==> src/dac_mode_cfg.svh <==
// Contract
// Left and right 8-bit attenuation registers, 0 to -120 dB plus mute, default 0 dB.
// Attenuation load enable bit, reset disabled, only in multi-bit sample mode.
// 3-bit input format field, default 24-bit I2S, filtered and bypass modes.
// De-emphasis rate field and enable bit, both default disabled.
// In one-bit stream mode the de-emphasis rate field selects FIR performance.
// Soft mute bit, default disabled, effective only in multi-bit sample mode.
// Attenuation step rate field: 1, 1/2, 1/4, 1/8 of fs, default 1.
// Converter operation bit enables conversion in all modes, default enabled.
// Bypass stereo select, default mono, effective only with filter bypassed.
// Rolloff select, default sharp, multi-bit sample mode only.
// Infinite-zero mute enable, default off, multi-bit and bypass modes.
// System reset bit, default normal operation, all modes.
// One-bit stream enable, default off; multi-bit data until set.
// Filter bypass bit, default internal filter enabled.
// Mono bit default stereo; source select default left, all modes.
// Oversampling rate field: 64, 128 or 32 times fs, default 64.
// In one-bit stream mode oversampling field selects FIR operation rate.
// Multi-bit zero output enable, default enabled, filtered and bypass modes.
// 2-bit stream zero output enable, default disabled, stream mode only.
// Read-only zero flags per channel, 1 when zero detected.
// Read-only 5-bit device identifier for time-division addressing.
// Level is 0.5 dB times code minus 255; codes 0 to 14 mute.
// With load bit clear, applied attenuation holds and new writes ignored.
// Reserved bits read zero and writes to them have no effect.
`ifndef DAC_MODE_CFG_SVH
`define DAC_MODE_CFG_SVH

// ----------------------------------------
// register indices
// ----------------------------------------
`define ADDR_LEFT_ATTEN    7'h10
`define ADDR_RIGHT_ATTEN   7'h11
`define ADDR_FORMAT_MUTE   7'h12
`define ADDR_FILTER_PHASE  7'h13
`define ADDR_MODE_RESET    7'h14
`define ADDR_ZERO_OUTPUT   7'h15
`define ADDR_ZERO_STATUS   7'h16
`define ADDR_DEVICE_IDENT  7'h17

// ----------------------------------------
// reset values and writable masks
// ----------------------------------------
`define RST_ATTEN          8'hFF
`define RST_FORMAT_MUTE    8'h50
`define RST_FILTER_PHASE   8'h00
`define RST_MODE_RESET     8'h00
`define RST_ZERO_OUTPUT    8'h01
`define MASK_FILTER_PHASE  8'hF7
`define MASK_MODE_RESET    8'h7F
`define MASK_ZERO_OUTPUT   8'h07

// ----------------------------------------
// levels and counts
// ----------------------------------------
`define ATTEN_MUTE_TOP     8'h0E
`define ATTEN_FULL         8'hFF
`define ZERO_RUN_SAMPLES   11'h400

`endif

==> src/dac_mode_pkg.sv <==
`default_nettype none

package dac_mode_pkg;

  // mode controls delivered to the audio datapath
  typedef struct packed {
    logic [2:0] input_format_select;
    logic       deemph_enable;
    logic [1:0] deemph_rate_select;
    logic [1:0] fir_perf_select;
    logic       output_phase_invert;
    logic       converter_operation_control;
    logic       bypass_stereo_select;
    logic       rolloff_select;
    logic       system_soft_reset;
    logic       one_bit_stream_mode;
    logic       filter_bypass_enable;
    logic       mono_enable;
    logic       mono_source_select;
    logic [1:0] oversampling_rate_select;
    logic [1:0] fir_rate_select;
    logic       multibit_zero_output_enable;
    logic [1:0] stream_zero_output_enable;
  } mode_ctrl_t;

  // per-channel sample seen by the zero detector
  typedef struct packed {
    logic        valid;
    logic [23:0] data;
  } sample_t;

endpackage

`default_nettype wire

==> src/atten_ramp.sv <==
`timescale 1ns/10ps
`default_nettype none
`include "dac_mode_cfg.svh"

module atten_ramp (
  // clock and reset
  input  wire logic       core_clk,
  input  wire logic       resetn,
  // control
  input  wire logic       step_en,
  input  wire logic       hold_full,
  input  wire logic [7:0] target,
  // applied level
  output logic      [7:0] level,
  output logic            level_mute
);

  wire logic going_down = level > target;
  wire logic going_up   = level < target;

  // one code per step keeps the gain change free of zipper jumps
  always_ff @(posedge core_clk) begin
    if (!resetn || hold_full) begin
      level <= `ATTEN_FULL;
    end else if (step_en && going_down) begin
      level <= level - 8'h01;
    end else if (step_en && going_up) begin
      level <= level + 8'h01;
    end
  end

  assign level_mute = (level <= `ATTEN_MUTE_TOP);

endmodule // atten_ramp
`default_nettype wire

==> src/zero_run_detect.sv <==
`timescale 1ns/10ps
`default_nettype none
`include "dac_mode_cfg.svh"

module zero_run_detect
  import dac_mode_pkg::*;
(
  // clock and reset
  input  wire logic    core_clk,
  input  wire logic    resetn,
  // samples
  input  wire sample_t sample,
  // status
  output logic         zero_flag
);

  logic [10:0] run_cnt;
  wire  logic  is_zero = (sample.data == 24'h000000);

  // saturating run of consecutive zero samples
  always_ff @(posedge core_clk) begin
    if (!resetn) begin
      run_cnt   <= 11'h000;
      zero_flag <= 1'b0;
    end else if (sample.valid) begin
      if (!is_zero) begin
        run_cnt   <= 11'h000;
        zero_flag <= 1'b0;
      end else if (run_cnt != `ZERO_RUN_SAMPLES) begin
        run_cnt <= run_cnt + 11'h001;
      end else begin
        zero_flag <= 1'b1;
      end
    end
  end

endmodule // zero_run_detect
`default_nettype wire

==> src/dac_mode_regs.sv <==
`timescale 1ns/10ps
`default_nettype none
`include "dac_mode_cfg.svh"

module dac_mode_regs
  import dac_mode_pkg::*;
#(
  // arbitrary neutral identifier value
  parameter logic [4:0] DEVICE_IDENT = 5'h00
) (
  // clock and reset
  input  wire logic       core_clk,
  input  wire logic       resetn,
  // register access from the serial control engine
  input  wire logic [6:0] reg_addr,
  input  wire logic       reg_write,
  input  wire logic       reg_read,
  input  wire logic [7:0] reg_wdata,
  output logic      [7:0] reg_rdata,
  output logic            reg_rdata_valid,
  // audio datapath side
  input  wire logic       sample_strobe,
  input  wire sample_t    left_sample,
  input  wire sample_t    right_sample,
  output var mode_ctrl_t  mode_ctrl,
  output logic      [7:0] left_atten_level,
  output logic      [7:0] right_atten_level,
  output logic            left_atten_mute,
  output logic            right_atten_mute,
  output logic            left_zero_mute,
  output logic            right_zero_mute
);

  // ----------------------------------------
  // register storage
  // ----------------------------------------
  logic [7:0] left_attenuation;
  logic [7:0] right_attenuation;
  logic [7:0] format_mute_control;
  logic [7:0] filter_phase_control;
  logic [7:0] mode_reset_control;
  logic [7:0] zero_output_control;
  logic [7:0] left_target;
  logic [7:0] right_target;
  logic [2:0] step_div;
  wire logic [1:0] zero_flags;

  // ----------------------------------------
  // address decode
  // ----------------------------------------
  wire logic wr_left   = reg_write && (reg_addr == `ADDR_LEFT_ATTEN);
  wire logic wr_right  = reg_write && (reg_addr == `ADDR_RIGHT_ATTEN);
  wire logic wr_format = reg_write && (reg_addr == `ADDR_FORMAT_MUTE);
  wire logic wr_filter = reg_write && (reg_addr == `ADDR_FILTER_PHASE);
  wire logic wr_mode   = reg_write && (reg_addr == `ADDR_MODE_RESET);
  wire logic wr_zero   = reg_write && (reg_addr == `ADDR_ZERO_OUTPUT);

  // ----------------------------------------
  // field views
  // ----------------------------------------
  wire logic       atten_load_enable           = format_mute_control[7];
  wire logic [2:0] input_format_select         = format_mute_control[6:4];
  wire logic [1:0] deemph_rate_select          = format_mute_control[3:2];
  wire logic       deemph_enable               = format_mute_control[1];
  wire logic       soft_mute_enable            = format_mute_control[0];
  wire logic       output_phase_invert         = filter_phase_control[7];
  wire logic [1:0] atten_step_rate             = filter_phase_control[6:5];
  wire logic       converter_operation_control = filter_phase_control[4];
  wire logic       bypass_stereo_select        = filter_phase_control[2];
  wire logic       rolloff_select              = filter_phase_control[1];
  wire logic       infinite_zero_mute_enable   = filter_phase_control[0];
  wire logic       system_soft_reset           = mode_reset_control[6];
  wire logic       one_bit_stream_mode         = mode_reset_control[5];
  wire logic       filter_bypass_enable        = mode_reset_control[4];
  wire logic       mono_enable                 = mode_reset_control[3];
  wire logic       mono_source_select          = mode_reset_control[2];
  wire logic [1:0] oversampling_rate_select    = mode_reset_control[1:0];
  wire logic [1:0] stream_zero_output_enable   = zero_output_control[2:1];
  wire logic       multibit_zero_output_enable = zero_output_control[0];

  wire logic multibit_mode = !one_bit_stream_mode;
  wire logic filtered_mode = multibit_mode && !filter_bypass_enable;

  // ----------------------------------------
  // register writes
  // ----------------------------------------
  // reserved bits are masked on write so they always read zero
  always_ff @(posedge core_clk) begin
    if (!resetn) begin
      left_attenuation     <= `RST_ATTEN;
      right_attenuation    <= `RST_ATTEN;
      format_mute_control  <= `RST_FORMAT_MUTE;
      filter_phase_control <= `RST_FILTER_PHASE;
      mode_reset_control   <= `RST_MODE_RESET;
      zero_output_control  <= `RST_ZERO_OUTPUT;
    end else begin
      if (wr_left) begin
        left_attenuation <= reg_wdata;
      end
      if (wr_right) begin
        right_attenuation <= reg_wdata;
      end
      if (wr_format) begin
        format_mute_control <= reg_wdata;
      end
      if (wr_filter) begin
        filter_phase_control <= reg_wdata & `MASK_FILTER_PHASE;
      end
      if (wr_mode) begin
        mode_reset_control <= reg_wdata & `MASK_MODE_RESET;
      end
      if (wr_zero) begin
        zero_output_control <= reg_wdata & `MASK_ZERO_OUTPUT;
      end
    end
  end

  // ----------------------------------------
  // attenuation targets
  // ----------------------------------------
  // targets move only on a write made while loading is enabled
  always_ff @(posedge core_clk) begin
    if (!resetn) begin
      left_target  <= `RST_ATTEN;
      right_target <= `RST_ATTEN;
    end else begin
      if (wr_left && atten_load_enable) begin
        left_target <= reg_wdata;
      end
      if (wr_right && atten_load_enable) begin
        right_target <= reg_wdata;
      end
    end
  end

  // ----------------------------------------
  // step rate divider
  // ----------------------------------------
  wire logic [2:0] step_wrap = 3'(({1'b0, atten_step_rate} == 3'h0) ? 3'h0 :
                                  (atten_step_rate == 2'h1) ? 3'h1 :
                                  (atten_step_rate == 2'h2) ? 3'h3 : 3'h7);
  wire logic       step_en   = sample_strobe && (step_div == 3'h0);

  always_ff @(posedge core_clk) begin
    if (!resetn) begin
      step_div <= 3'h0;
    end else if (sample_strobe) begin
      step_div <= (step_div >= step_wrap) ? 3'h0 : step_div + 3'h1;
    end
  end

  // ----------------------------------------
  // per-channel attenuation and zero detect
  // ----------------------------------------
  // stream mode and soft reset bypass the attenuator entirely
  wire logic       hold_full       = one_bit_stream_mode || system_soft_reset;
  wire logic [7:0] eff_target [2];
  wire logic [7:0] level      [2];
  wire logic       level_mute [2];
  wire sample_t    samples    [2];

  assign samples[0] = left_sample;
  assign samples[1] = right_sample;
  assign eff_target[0] = soft_mute_enable ? 8'h00 : left_target;
  assign eff_target[1] = soft_mute_enable ? 8'h00 : right_target;

  genvar ch;
  generate
    for (ch = 0; ch < 2; ch++) begin : g_chan
      atten_ramp u_ramp (
        .core_clk   (core_clk),
        .resetn     (resetn),
        .step_en    (step_en),
        .hold_full  (hold_full),
        .target     (eff_target[ch]),
        .level      (level[ch]),
        .level_mute (level_mute[ch])
      );
      zero_run_detect u_zero (
        .core_clk  (core_clk),
        .resetn    (resetn),
        .sample    (samples[ch]),
        .zero_flag (zero_flags[ch])
      );
    end
  endgenerate

  assign left_atten_level  = level[0];
  assign right_atten_level = level[1];
  assign left_atten_mute   = level_mute[0];
  assign right_atten_mute  = level_mute[1];

  // infinite-zero mute is not offered in stream mode
  wire logic izm_allowed = infinite_zero_mute_enable && multibit_mode;

  // ----------------------------------------
  // mode outputs
  // ----------------------------------------
  mode_ctrl_t next_mode_ctrl;

  always_comb begin
    next_mode_ctrl = '0;
    next_mode_ctrl.input_format_select         = input_format_select;
    next_mode_ctrl.deemph_enable               = deemph_enable && filtered_mode;
    next_mode_ctrl.deemph_rate_select          = multibit_mode ? deemph_rate_select : 2'h0;
    next_mode_ctrl.fir_perf_select             = one_bit_stream_mode ? deemph_rate_select : 2'h0;
    next_mode_ctrl.output_phase_invert         = output_phase_invert;
    next_mode_ctrl.converter_operation_control = converter_operation_control;
    next_mode_ctrl.bypass_stereo_select        = bypass_stereo_select &&
                                                 filter_bypass_enable && multibit_mode;
    next_mode_ctrl.rolloff_select              = rolloff_select && filtered_mode;
    next_mode_ctrl.system_soft_reset           = system_soft_reset;
    next_mode_ctrl.one_bit_stream_mode         = one_bit_stream_mode;
    next_mode_ctrl.filter_bypass_enable        = filter_bypass_enable && multibit_mode;
    next_mode_ctrl.mono_enable                 = mono_enable;
    next_mode_ctrl.mono_source_select          = mono_source_select;
    next_mode_ctrl.oversampling_rate_select    = multibit_mode ?
                                                 oversampling_rate_select : 2'h0;
    next_mode_ctrl.fir_rate_select             = one_bit_stream_mode ?
                                                 oversampling_rate_select : 2'h0;
    next_mode_ctrl.multibit_zero_output_enable = multibit_zero_output_enable &&
                                                 multibit_mode;
    next_mode_ctrl.stream_zero_output_enable   = one_bit_stream_mode ?
                                                 stream_zero_output_enable : 2'h0;
  end

  always_ff @(posedge core_clk) begin
    if (!resetn) begin
      mode_ctrl       <= '0;
      left_zero_mute  <= 1'b0;
      right_zero_mute <= 1'b0;
    end else begin
      mode_ctrl       <= next_mode_ctrl;
      left_zero_mute  <= izm_allowed && zero_flags[0];
      right_zero_mute <= izm_allowed && zero_flags[1];
    end
  end

  // ----------------------------------------
  // readback
  // ----------------------------------------
  wire logic [7:0] rd_mux =
    (reg_addr == `ADDR_LEFT_ATTEN)   ? left_attenuation :
    (reg_addr == `ADDR_RIGHT_ATTEN)  ? right_attenuation :
    (reg_addr == `ADDR_FORMAT_MUTE)  ? format_mute_control :
    (reg_addr == `ADDR_FILTER_PHASE) ? filter_phase_control :
    (reg_addr == `ADDR_MODE_RESET)   ? mode_reset_control :
    (reg_addr == `ADDR_ZERO_OUTPUT)  ? zero_output_control :
    (reg_addr == `ADDR_ZERO_STATUS)  ? {6'h00, zero_flags} :
    (reg_addr == `ADDR_DEVICE_IDENT) ? {3'h0, DEVICE_IDENT} :
    8'h00;

  always_ff @(posedge core_clk) begin
    if (!resetn) begin
      reg_rdata       <= 8'h00;
      reg_rdata_valid <= 1'b0;
    end else begin
      reg_rdata_valid <= reg_read;
      if (reg_read) begin
        reg_rdata <= rd_mux;
      end
    end
  end
endmodule // dac_mode_regs
`default_nettype wire

==> config.mk <==
export PLATFORM = sky130hd
export DESIGN_NAME = dac_mode_regs
export DESIGN_NICKNAME = d
export VERILOG_FILES = /design/src/dac_mode_pkg.sv /design/src/atten_ramp.sv /design/src/zero_run_detect.sv /design/src/dac_mode_regs.sv
export VERILOG_INCLUDE_DIRS = /design/src /design/src/src
export SDC_FILE = /design/constraint.sdc
export NUM_CORES = 1
export LEC_CHECK = 0
export BUFFER_PORTS_ARGS = -buffer_cell sky130_fd_sc_hd__clkbuf_2
export CAP_MARGIN = 0
export CORE_UTILIZATION = 40
export CTS_BUF_LIST = sky130_fd_sc_hd__clkbuf_4 sky130_fd_sc_hd__clkbuf_8
export DETAILED_ROUTE_END_ITERATION = 10
export GPL_TIMING_DRIVEN = 1
export REMOVE_ABC_BUFFERS = 1
export SETUP_SLACK_MARGIN = 0.15
export SYNTH_ARGS = -nofsm -noshare
export SYNTH_HDL_FRONTEND = slang
export SYNTH_SLANG_ARGS = --single-unit
==> constraint.sdc <==
create_clock -name core_clk -period 3.7 [get_ports core_clk]
set_input_delay 0.185 -clock core_clk [delete_from_list [all_inputs] [get_ports core_clk]]
set_output_delay 0.185 -clock core_clk [all_outputs]
set_load 0.01 [all_outputs]
==> results of run 1 <==
## area by class of cell
cell class              count  area (sq um)
fillers                  1575          8050
multi-input cells         587          3690
flip-flops and latches    135          2710
repair buffers            134           704
well taps                 216           270
clock buffers              19           249
clock inverters            13           169
inverters                  28           108
## cell families (layout without fill, tap and decap cells)
family	Yosys count	after routing
compound gates	128	128
xor+xnor	25	25
fa+ha+maj	39	39
buf+inv	59	194
flops	135	135
mux	20	20
simple gates	375	375
## timing repair
item,in CTS,in global routing
pin swaps,0,14
hold buffers,0,0
gates resized for setup,2,27
endpoints found under the setup margin,2,3
hold endpoints to repair,0,0
setup buffers,0,4
gates cloned,0,0
## worst max path at each step
stage | start | end | slack [ps]
finish | format_mute_control[0] | g_chan[1].u_ramp.level[7] | 290
global placement | format_mute_control[0] | g_chan[0].u_ramp.level[7] | 160
detailed placement | format_mute_control[0] | g_chan[1].u_ramp.level[7] | 70
floorplan | format_mute_control[0] | g_chan[1].u_ramp.level[7] | 260
global route | format_mute_control[0] | g_chan[1].u_ramp.level[7] | 130
CTS | format_mute_control[0] | g_chan[1].u_ramp.level[7] | 160
## critical path, delay by kind of cell (launching register included)
kind	cells	cell delay, ps
flip-flops	1	370
AO/OA/AOI/OAI	6	960
AND/OR/NAND/NOR	6	1320
buffers and inverters	2	190
adder cells (fa/ha/maj)	2	510
## per-stage QoR
step                      setup WS [ps]  utilization [%]  hold WS [ps]
after CTS                           157             48.8          50.6
after global placement              159             46.2           448
after global routing                127             49.5          77.2
final                               289             49.5          76.7
after detailed placement           70.3             46.2           453
after floorplan                     255                -           247
## registers in the layout, summed over array words and instances, names as in the netlist, 2 cells and up
name,count
g_chan.u_zero.zero_flag,2
g_chan.u_ramp.level,16
mode_ctrl,24
reg_rdata,8
filter_phase_control,7
left_target,8
right_target,8
mode_reset_control,7
zero_output_control,3
g_chan.u_zero.run_cnt,22
step_div,3
right_attenuation,8
format_mute_control,8
left_attenuation,8
## metal layers
metal | vias to the layer above | track usage (%)
li1 | 2950 | -
met1 | 2622 | 25.3
met2 | 165 | 32.9
met3 | 17 | 4.72
met4 | 0 | 5.61
met5 | - | 0
## placed cells by master, fill, tap and decap left out, types with 3 or more instances in the layout
cell         n
a21o_1       6
nand3_1     50
o21ai_0     32
nor3_1       7
bufinv_16    3
clkbuf_2   122
inv_6        5
clkbuf_8    17
nand2_1    145
dfxtp_1    134
nor4_1      14
and3_1      14
ha_1        36
nand2b_1    17
o21a_1       6
o211ai_1     5
inv_1       24
nor2b_1     27
nor2_1      39
nand4_1      6
a21oi_1     30
a21boi_0    15
o21ai_2      3
o311ai_0     6
xnor2_1     14
buf_4       11
a221oi_1     5
and2_1      20
xor2_1      11
mux2i_1     19
or3_1        4
nor3b_1      3
a21oi_2      3
## power breakdown
group          internal (mW)  switching [mW]
Clock                  0.692           0.611
Sequential              1.52          0.0867
Combinational          0.595           0.624
Total                   2.80            1.32
==> qor.yml, run 1 <==
synth_enable_flop_cells: 0
drc: 0
worstPathMaxFanout: 8
yosys.area.top_type_share_pct: 41.2
grt.total_usage_pct: 19.7
dpl.hpwl_microns: 11300
seq_area_frac_synth_pct: 41.2
met2_length_microns: 7540
grt_overflow: 0
die_y_microns: 130
hold_class: "input port to register"
synth_simple_gate_area_share_pct: 28.7
grt_setup_unrepaired: "no"
fin_crit_sh_pct: 92.2
grt_max_degree: 92
startpoint_type: "register"
min_to: "g_chan[0].u_zero.zero_flag"
rrSetupSlack_ps: 290
design_power_total_mw: 4.12
worstHoldStart: "left_sample[24]"
num_vias: 5754
yosysMostFrequentCell: "nand2_1"
synth_xor_area_share_pct: 3.34
drt_iter0_markers: 309
die_x_microns: 130
area_growth_syn_to_layout_pct: 20.4
ys_top_cells_by_area: "dfxtp_1 41%, nand2_1 8.4%, ha_1 7.1%, nand3_1 3.9%, mux2i_1 2.9%"
hold_viol_final: 0
antenna_found_initial: 0
ys_async_sr_fraction_pct: 0
hold_depth: 3
instances_no_fill: 1132
die-area_sq_um: 16900
tightest_slew_ps: 924
synth_top_family_by_area: "simple AND/OR/NAND/NOR gates"
grt_pass1_wl_microns: 25800
portBuffers: 122
yosys_warnings: 0
cp_cell_sequence: "buf_6, nand2b_1, ha_1, nand2_2, nor2_1, a21oi_2, or3_4, inv_2, ha_1, a21o_1, a211o_1, a21oi_2, o21ai_2, or4_4, a21o_1, nand3_1"
coreArea_sq_um: 15900
wl_microns: 16100
clk_path_buf_depth: 2
cts_root_buf: "clkbuf_8"
slew_violations: 0
place_congestion: 0.830
synth_top_area_cell: "dfxtp_1"
cp_data_arrival_time_ps: 3800
io_pins: 123
synthTopCellsByCount: "146 x nand2_1, 135 x dfxtp_1, 51 x nand3_1, 39 x nor2_1"
grt_pass1_vias: 5288
synthMuxAreaShare_pct: 3.07
ff2ff_path_depth: 16
syn_area_per_cell_sq_um: 8.40
numCtsBuffers: 17
synth_compound_area_share_pct: 12.3
power.leakage_nw: 3.62
wl_per_cell_microns: 14.3
h-tree-depth: 4
setup_violations: 0
drive_gt1_share_pct: 20.9
yosys_most_used_dff: "dfxtp_1"
antenna_cells: 0
clock_sinks: 135
placement_rows: 46
syn_area_sq_um: 6560
topRoutingLayerUsed: "met4"
cp_slowest_cell: "or4_4"
placed_area_sq_um: 7360
skew_ps: 14.9
clk_pin_slew_ps: 80
status: "finished clean"
required_ps: 4090
synth_cells: 781
power_density_nw_per_um2: 522
drv_cap: 0
final_cell_area_sq_um: 7890
slew_headroom_pct: 38.1
via_per_inst: 5.08
reg2reg_from: "format_mute_control[0]"
rr_endpoint: "g_chan[1].u_ramp.level[7]"
ant_nets: 0
path_class: "register to register"
synth_seq_cells: 135
slowest_delay_ps: 520
first_pass_iters: 5
cts_tree: "yes"
critPathCaptureType: "register"
nets: 1012
wl_met3_microns: 750
setup_tns_ps: 0
start_util_pct: 41.1
dpl.cell_count: 1096
fmax_mhz: 293
synthDistinctLibCells: 56
synthAdderAreaFrac_pct: 7.67
wl_met1_microns: 7640
period_needed_ps: 3410
clock_latency_ps: 450
ir_worst_vdd_v: 0.000232
(Power assumes the default switching activity.)
==> run 2, diff against run 1 <==
--- a/config.mk
+++ b/config.mk
@@ -6,6 +6,7 @@
 export SDC_FILE = /design/constraint.sdc
 export NUM_CORES = 1
 export LEC_CHECK = 0
+export ABC_AREA = 1
 export BUFFER_PORTS_ARGS = -buffer_cell sky130_fd_sc_hd__clkbuf_2
 export CAP_MARGIN = 0
 export CORE_UTILIZATION = 40
==> qor.yml, run 2 <==
worstPathMaxFanout: 14  # was 8
fin_crit_sh_pct: 80.2  # was 92.2%
grt_setup_unrepaired: "no"  # unchanged
endpoint: "g_chan[0].u_ramp.level[3]"  # was g_chan[1].u_ramp.level[7]
startpoint: "format_mute_control[0]"  # unchanged
path_class: "register to register"  # unchanged
postCtsSetupBuffers: 0  # unchanged
power_frac_comb_pct: 33.4  # was 29.6%
placement_rows: 47  # was 46
nets: 1196  # was 1012
skew_ps: 11.8  # was 14.9 ps
rrSetupSlack_ps: 730  # was 290 ps
power.switching_mw: 1.66  # was 1.32 mW
clk_path_buf_depth: 2  # unchanged
coreArea_sq_um: 16800  # was 15900 sq um
yosysMostFrequentCell: "nand2_1"  # unchanged
wl_microns: 17100  # was 16100 microns
synthAdderAreaFrac_pct: 7.25  # was 7.67%
drt_iter0_markers: 304  # was 309
place_congestion: 0.880  # was 0.830
ys_top_cells_by_area: "dfxtp_1 39%, nand2_1 13%, ha_1 6.7%, inv_1 6.2%, nand3_1 5.8%"  # was dfxtp_1 41%, nand2_1 8.4%, ha_1 7.1%, nand3_1 3.9%, mux2i_1 2.9%
grt_max_degree: 42  # was 92
setup_tns_ps: 0  # unchanged
yosys_most_used_dff: "dfxtp_1"  # unchanged
instances_no_fill: 1320  # was 1132
cp_cell_sequence: "inv_1, nand2_1, ha_1, nand2_1, inv_1, nor2_1, o21a_1, nand2_1, nand2_1, inv_1, ha_1, a21oi_1, nand2_1, or2_2, nand3_1, nand3_1"  # was buf_6, nand2b_1, ha_1, nand2_2, nor2_1, a21oi_2, or3_4, inv_2, ha_1, a21o_1, a211o_1, a21oi_2, o21ai_2, or4_4, a21o_1, nand3_1
fmax_mhz: 337  # was 293 MHz
grt_overflow: 0  # unchanged
antenna_found_initial: 0  # unchanged
synthTopCellsByCount: "235 x nand2_1, 135 x dfxtp_1, 114 x inv_1, 105 x nor2_1, 81 x nand3_1"  # was 146 x nand2_1, 135 x dfxtp_1, 51 x nand3_1, 39 x nor2_1
slew_violations: 0  # unchanged
slew_headroom_pct: 22.0  # was 38.1%
die-area_sq_um: 17900  # was 16900 sq um
num_vias: 6487  # was 5754
synth_seq_cells: 135  # unchanged
largest_reg_flops: 24  # unchanged
synth_top_area_cell: "dfxtp_1"  # unchanged
grt_use_met3_pct: 3.84  # was 4.72%
clock_sinks: 135  # unchanged
cp_slowest_cell: "ha_1"  # was or4_4
seq_area_frac_synth_pct: 38.9  # was 41.2%
multi_input_area_sq_um: 3660  # was 3690 sq um
clock_latency_ps: 450  # about the same
drc: 0  # unchanged
period_needed_ps: 2970  # was 3410 ps
placed_area_sq_um: 7710  # was 7360 sq um
top_register: "mode_ctrl"  # unchanged
synth_top_family_by_area: "simple AND/OR/NAND/NOR gates"  # unchanged
portBuffers: 122  # unchanged
drv_cap: 0  # unchanged
cp_common_cell: "nand2_1"
hold_viol_final: 0  # unchanged
synthMuxAreaShare_pct: 0  # was 3.07%
yosys_warnings: 0  # unchanged
clk_pin_slew_ps: 80  # about the same
critPathCaptureType: "register"  # unchanged
hold_class: "input port to register"  # unchanged
use_met2_pct: 32.5  # was 32.9%
sw_frac_of_total_pct: 36.1  # was 32.0%
tightest_slew_ps: 1170  # was 924 ps
synth_enable_flop_cells: 0  # unchanged
fill_cells: 1736  # was 1575
ys_async_sr_fraction_pct: 0  # unchanged
ir_worst_vdd_v: 0.000222  # was 0.000232 V
syn_area_sq_um: 6940  # was 6560 sq um
dpl.cell_count: 1287  # was 1096
cts_root_buf: "clkbuf_8"  # unchanged
seq_area_sq_um: 2700  # was 2710 sq um
antenna_cells: 0  # unchanged
h-tree-depth: 4  # unchanged
die_y_microns: 134  # was 130 microns
via_per_inst: 4.91  # was 5.08
dpl.hpwl_microns: 12400  # was 11300 microns
status: "finished clean"  # unchanged
synth_compound_area_share_pct: 13.6  # was 12.3%
ff2ff_path_depth: 16  # unchanged
grt_pass1_wl_microns: 28300  # was 25800 microns
cp_data_arrival_time_ps: 3290  # was 3800 ps
pwr-share-clk_pct: 30.1  # was 31.6%
intPower_mw: 2.93  # was 2.80 mW
setup_violations: 0  # unchanged
final_common_cell: "nand2_1"  # unchanged
use_met1_pct: 26.5  # was 25.3%
area_growth_syn_to_layout_pct: 17.8  # was 20.4%
drive_gt1_share_pct: 17.3  # was 20.9%
p_seq_share_pct: 36.5  # was 38.9%
grt_busiest_layer: "met2"  # unchanged
final_cell_mix: "235 x nand2_1, 135 x dfxtp_1, 122 x clkbuf_2, 114 x inv_1, 105 x nor2_1"  # was 145 x nand2_1, 134 x dfxtp_1, 122 x clkbuf_2, 50 x nand3_1, 39 x nor2_1
power.leakage_nw: 3.99  # was 3.62 nW
syn_area_per_cell_sq_um: 7.16  # was 8.40 sq um
power_density_nw_per_um2: 562  # was 522 nW/um^2
grt.total_usage_pct: 19.9  # was 19.7%
ant_nets: 0  # unchanged
first_pass_iters: 5  # unchanged
startpoint_type: "register"  # unchanged
required_ps: 4030  # was 4090 ps
cts_tree: "yes"  # unchanged
numCtsBuffers: 17  # unchanged
start_util_pct: 41.4  # was 41.1%
final_cell_area_sq_um: 8170  # was 7890 sq um
synthDistinctLibCells: 41  # was 56
yosys.area.top_type_share_pct: 38.9  # was 41.2%
io_pins: 123  # unchanged
synth_xor_area_share_pct: 2.40  # was 3.34%
largest_registers: "mode_ctrl (24), g_chan.u_zero.run_cnt (22), g_chan.u_ramp.level (16)"  # unchanged
die_x_microns: 134  # was 130 microns
synth_cells: 969  # was 781
grt_pass1_vias: 5777  # was 5288
rr_endpoint: "g_chan[0].u_ramp.level[3]"  # was g_chan[1].u_ramp.level[7]
slowest_delay_ps: 370  # was 520 ps
synth_simple_gate_area_share_pct: 29.4  # was 28.7%
wl_per_cell_microns: 13.0  # was 14.3 microns
reg2reg_from: "format_mute_control[0]"  # unchanged
==> run 2: kinds of logic after synthesis <==
family                   after synthesis
adder cells (fa/ha/maj)               39
XOR/XNOR                              19
AO/OA/AOI/OAI                        159
AND/OR/NAND/NOR                      471
flip-flops                           135
buffers and inverters                146
==> run 2: worst min-delay path by stage <==
stage / from / to / slack (ps) / depth (start not counted)
after CTS: sample_strobe / step_div[0] / 10 / 3
final: left_sample[24] / g_chan[0].u_zero.zero_flag / 30 / 3
after detailed placement: filter_phase_control[7] / mode_ctrl[15] / 420 / 2
after floorplan: resetn / right_target[1] / 260 / 1
after global routing: sample_strobe / step_div[0] / 40 / 3
after global placement: mode_reset_control[3] / mode_ctrl[8] / 420 / 2
==> run 2: timing repair <==
item / 4_1_cts / 5_1_grt
resized for setup: 0 / 0
hold buffers: 1 / 0
endpoints found under the hold margin: 1 / 0
==> run 2: area by class of cell <==
| cell class | count | area share [%] |
|---|---|---|
| Sequential cell | 135 | 33.1 |
| Multi-Input combinational cell | 688 | 44.7 |
| Clock inverter | 12 | 2.11 |
| Tap cell | 220 | 3.37 |
| Clock buffer | 20 | 3.37 |
| Timing Repair Buffer | 126 | 7.87 |
| Inverter | 119 | 5.47 |
==> run 2: power groups by stage <==
stage,sequential (mW),clock (mW),combinational (mW)
6_report,1.68,1.38,1.53
5_1_grt,1.70,1.47,1.79
4_1_cts,1.68,1.40,1.54
3_5_place_dp,1.71,0,1.53
3_3_place_gp,1.72,0,1.52
2_1_floorplan,1.71,0,1.13
==> run 2: routing by layer <==
metal	vias to the layer above	part of all wire (%)	wire length (microns)
met5	-	0	0
met4	0	1.0	172
met3	15	4.3	736
met2	177	46	7830
met1	2884	49	8380
li1	3411	-	-
==> run 2: through the flow <==
stage                     util, %  power, mW  hold slack (ps)  worst slack (ps)
after global routing         48.8       4.96             35.6               353
final                        48.8       4.59             33.0               734
after CTS                    48.8       4.62             14.8               720
after detailed placement     46.0       3.24              416               790
after global placement       46.0       3.24              419               855
after floorplan                 -       2.83              261              1100
==> run 2: critical path, delay by kind of cell, from the launching register on <==
kind	cells	cell delay, ps
AO/OA/AOI/OAI	2	300
adder cells (fa/ha/maj)	2	690
buffers and inverters	3	490
flip-flops	1	350
AND/OR/NAND/NOR	9	1010
==> run 3, diff against run 2 <==
==> constraint.sdc (replaced) <==
create_clock -name core_clk -period 2.6 [get_ports core_clk]
set_input_delay 0.13 -clock core_clk [delete_from_list [all_inputs] [get_ports core_clk]]
set_output_delay 0.13 -clock core_clk [all_outputs]
set_load 0.01 [all_outputs]
==> qor.yml, run 3 (synthesized netlist as in run 2, its figures left out) <==
die_y_microns: 134  # unchanged
setup_violations: 0  # unchanged
grt_max_degree: 32  # was 42
placement_rows: 47  # unchanged
place_congestion: 0.906  # was 0.880
slew_headroom_pct: 53.3  # was 22.0%
min_to: "filter_phase_control[1]"  # was g_chan[0].u_zero.zero_flag
grt_overflow: 0  # unchanged
grt.total_usage_pct: 19.8  # was 19.9%
status: "finished clean"  # unchanged
nets: 1226  # was 1196
worstPathMaxFanout: 14  # unchanged
drive_gt1_share_pct: 21.2  # was 17.3%
die-area_sq_um: 17900  # unchanged
path_class: "register to register"  # unchanged
startpoint_type: "register"  # unchanged
clk_pin_slew_ps: 80  # about the same
pre_cts_slack_ps: 26.1  # was 790 ps
fin_crit_sh_pct: 94.2  # was 80.2%
power.leakage_nw: 4.09  # was 3.99 nW
tightest_slew_ps: 699  # was 1170 ps
wl_per_cell_microns: 13.0  # about the same
top_register: "mode_ctrl"  # unchanged
hold-worst-slack_ps: 40.5  # was 33.0 ps
rr_endpoint: "g_chan[0].u_ramp.level[7]"  # was g_chan[0].u_ramp.level[3]
clock_latency_ps: 450  # about the same
final_cell_mix: "230 x nand2_1, 135 x dfxtp_1, 122 x clkbuf_2, 108 x inv_1, 104 x nor2_1"  # was 235 x nand2_1, 135 x dfxtp_1, 122 x clkbuf_2, 114 x inv_1, 105 x nor2_1
start_util_pct: 41.4  # unchanged
area_growth_syn_to_layout_pct: 23.4  # was 17.8%
wl_microns: 17600  # was 17100 microns
first_pass_iters: 5  # unchanged
antenna_cells: 0  # unchanged
drc: 0  # unchanged
power_density_nw_per_um2: 795  # was 562 nW/um^2
grt_setup_unrepaired: "yes"  # was no
rrSetupSlack_ps: 150  # was 730 ps
final_common_cell: "nand2_1"  # unchanged
slew_violations: 0  # unchanged
drv_cap: 0  # unchanged
hold_class: "input port to register"  # unchanged
critPathCaptureType: "register"  # unchanged
setup_ws_ps: 152  # was 734 ps
period_needed_ps: 2450  # was 2970 ps
coreArea_sq_um: 16800  # unchanged
dpl.hpwl_microns: 12700  # was 12400 microns
die_x_microns: 134  # unchanged
numCtsBuffers: 17  # unchanged
antenna_found_initial: 0  # unchanged
reg2reg_from: "format_mute_control[0]"  # unchanged
grt_pass1_wl_microns: 28100  # was 28300 microns
io_pins: 123  # unchanged
grt_pass1_vias: 5683  # was 5777
cts_root_buf: "clkbuf_8"  # unchanged
num_vias: 6659  # was 6487
hold_depth: 3  # unchanged
ant_nets: 0  # unchanged
h-tree-depth: 4  # unchanged
cp_data_arrival_time_ps: 2780  # was 3290 ps
clock_sinks: 135  # unchanged
required_ps: 2940  # was 4030 ps
fmax_mhz: 409  # was 337 MHz
drt_iter0_markers: 359  # was 304
ff2ff_path_depth: 22  # was 16
skew_ps: 8.23  # was 11.8 ps
worstHoldStart: "reg_wdata[1]"  # was left_sample[24]
clk_path_buf_depth: 2  # unchanged
largest_reg_flops: 24  # unchanged
via_per_inst: 4.94  # was 4.91
ir_worst_vdd_v: 0.000471  # was 0.000222 V
portBuffers: 122  # unchanged
largest_registers: "mode_ctrl (24), g_chan.u_zero.run_cnt (22), g_chan.u_ramp.level (16)"  # unchanged
hold_viol_final: 0  # unchanged
cts_tree: "yes"  # unchanged
==> run 3: repair_timing <==
action                                  in CTS  in global routing
endpoints found under the setup margin      10                 10
hold buffers                                 8                  0
pin swaps                                    1                  7
gates resized for setup                     13                 18
setup buffers                                0                  1
endpoints found under the hold margin        9                  0
cloned                                       0                  0
==> run 3: final cells by class <==
cell class	instances	area, sq um
clock buffer	21	277
clock inverter	10	121
fill	1670	8200
inverter	119	454
multi-input combinational	688	3830
sequential	135	2700
tap	220	275
timing repair buffer	156	898
==> run 3: through the flow <==
stage | total power [mW] | setup TNS (ps) | area, sq um | utilization (%) | cells
after floorplan | 4.03 | -2.70 | 6810 | - | 942
after global placement | 4.75 | 0 | 7890 | 47.1 | 1309
after detailed placement | 4.75 | 0 | 7890 | 47.1 | 1309
after CTS | 6.67 | 0 | 8440 | 50.4 | 1348
after global routing | 7.33 | -351 | 8560 | 51.1 | 1349
final | 6.81 | 0 | 8560 | 51.1 | 1349
==> run 3: worst max path at each step <==
stage                           start                         to  slack, ps  cells after the start
2_1_floorplan  format_mute_control[0]  g_chan[0].u_ramp.level[3]         -3                     17
3_3_place_gp   format_mute_control[0]  g_chan[0].u_ramp.level[3]         80                     17
3_5_place_dp   format_mute_control[0]  g_chan[1].u_ramp.level[5]         30                     20
4_1_cts        format_mute_control[0]  g_chan[0].u_ramp.level[7]        130                     22
5_1_grt        format_mute_control[0]  g_chan[0].u_ramp.level[7]        -70                     22
6_report       format_mute_control[0]  g_chan[0].u_ramp.level[7]        150                     22
==> run 3: power breakdown <==
part | switching [mW] | internal [mW] | total, mW
clock network | 0.845 | 0.922 | 1.77
registers | 0.179 | 2.20 | 2.38
logic | 1.50 | 1.17 | 2.67
==> run 3: worst max-delay path, cell delays in order (launching register included) <==
cell and delay, ps:
dfxtp_1 320, inv_2 60, buf_12 120, nand2_1 50
ha_1 270, inv_2 60, nor2_1 30, o21bai_1 110
nand2_1 60, nand2_1 70, nand2_1 60, nand2_2 80
inv_4 70, ha_1 340, nand2_1 100, nor2_1 90
nand2_1 60, nand3_1 90, inv_1 40, nand2_1 80
nand2_1 50, nand2_1 50, nand3_1 60
==> run 3: per-layer routing <==
layer / part of all wire, % / wire length [microns] / GRT usage [%] / vias up
li1: - / - / - / 3466
met1: 48 / 8430 / 26.6 / 2999
met2: 46 / 8000 / 32.0 / 180
met3: 5.1 / 903 / 3.46 / 14
met4: 1.2 / 218 / 6.63 / 0
met5: 0 / 0 / 0 / -
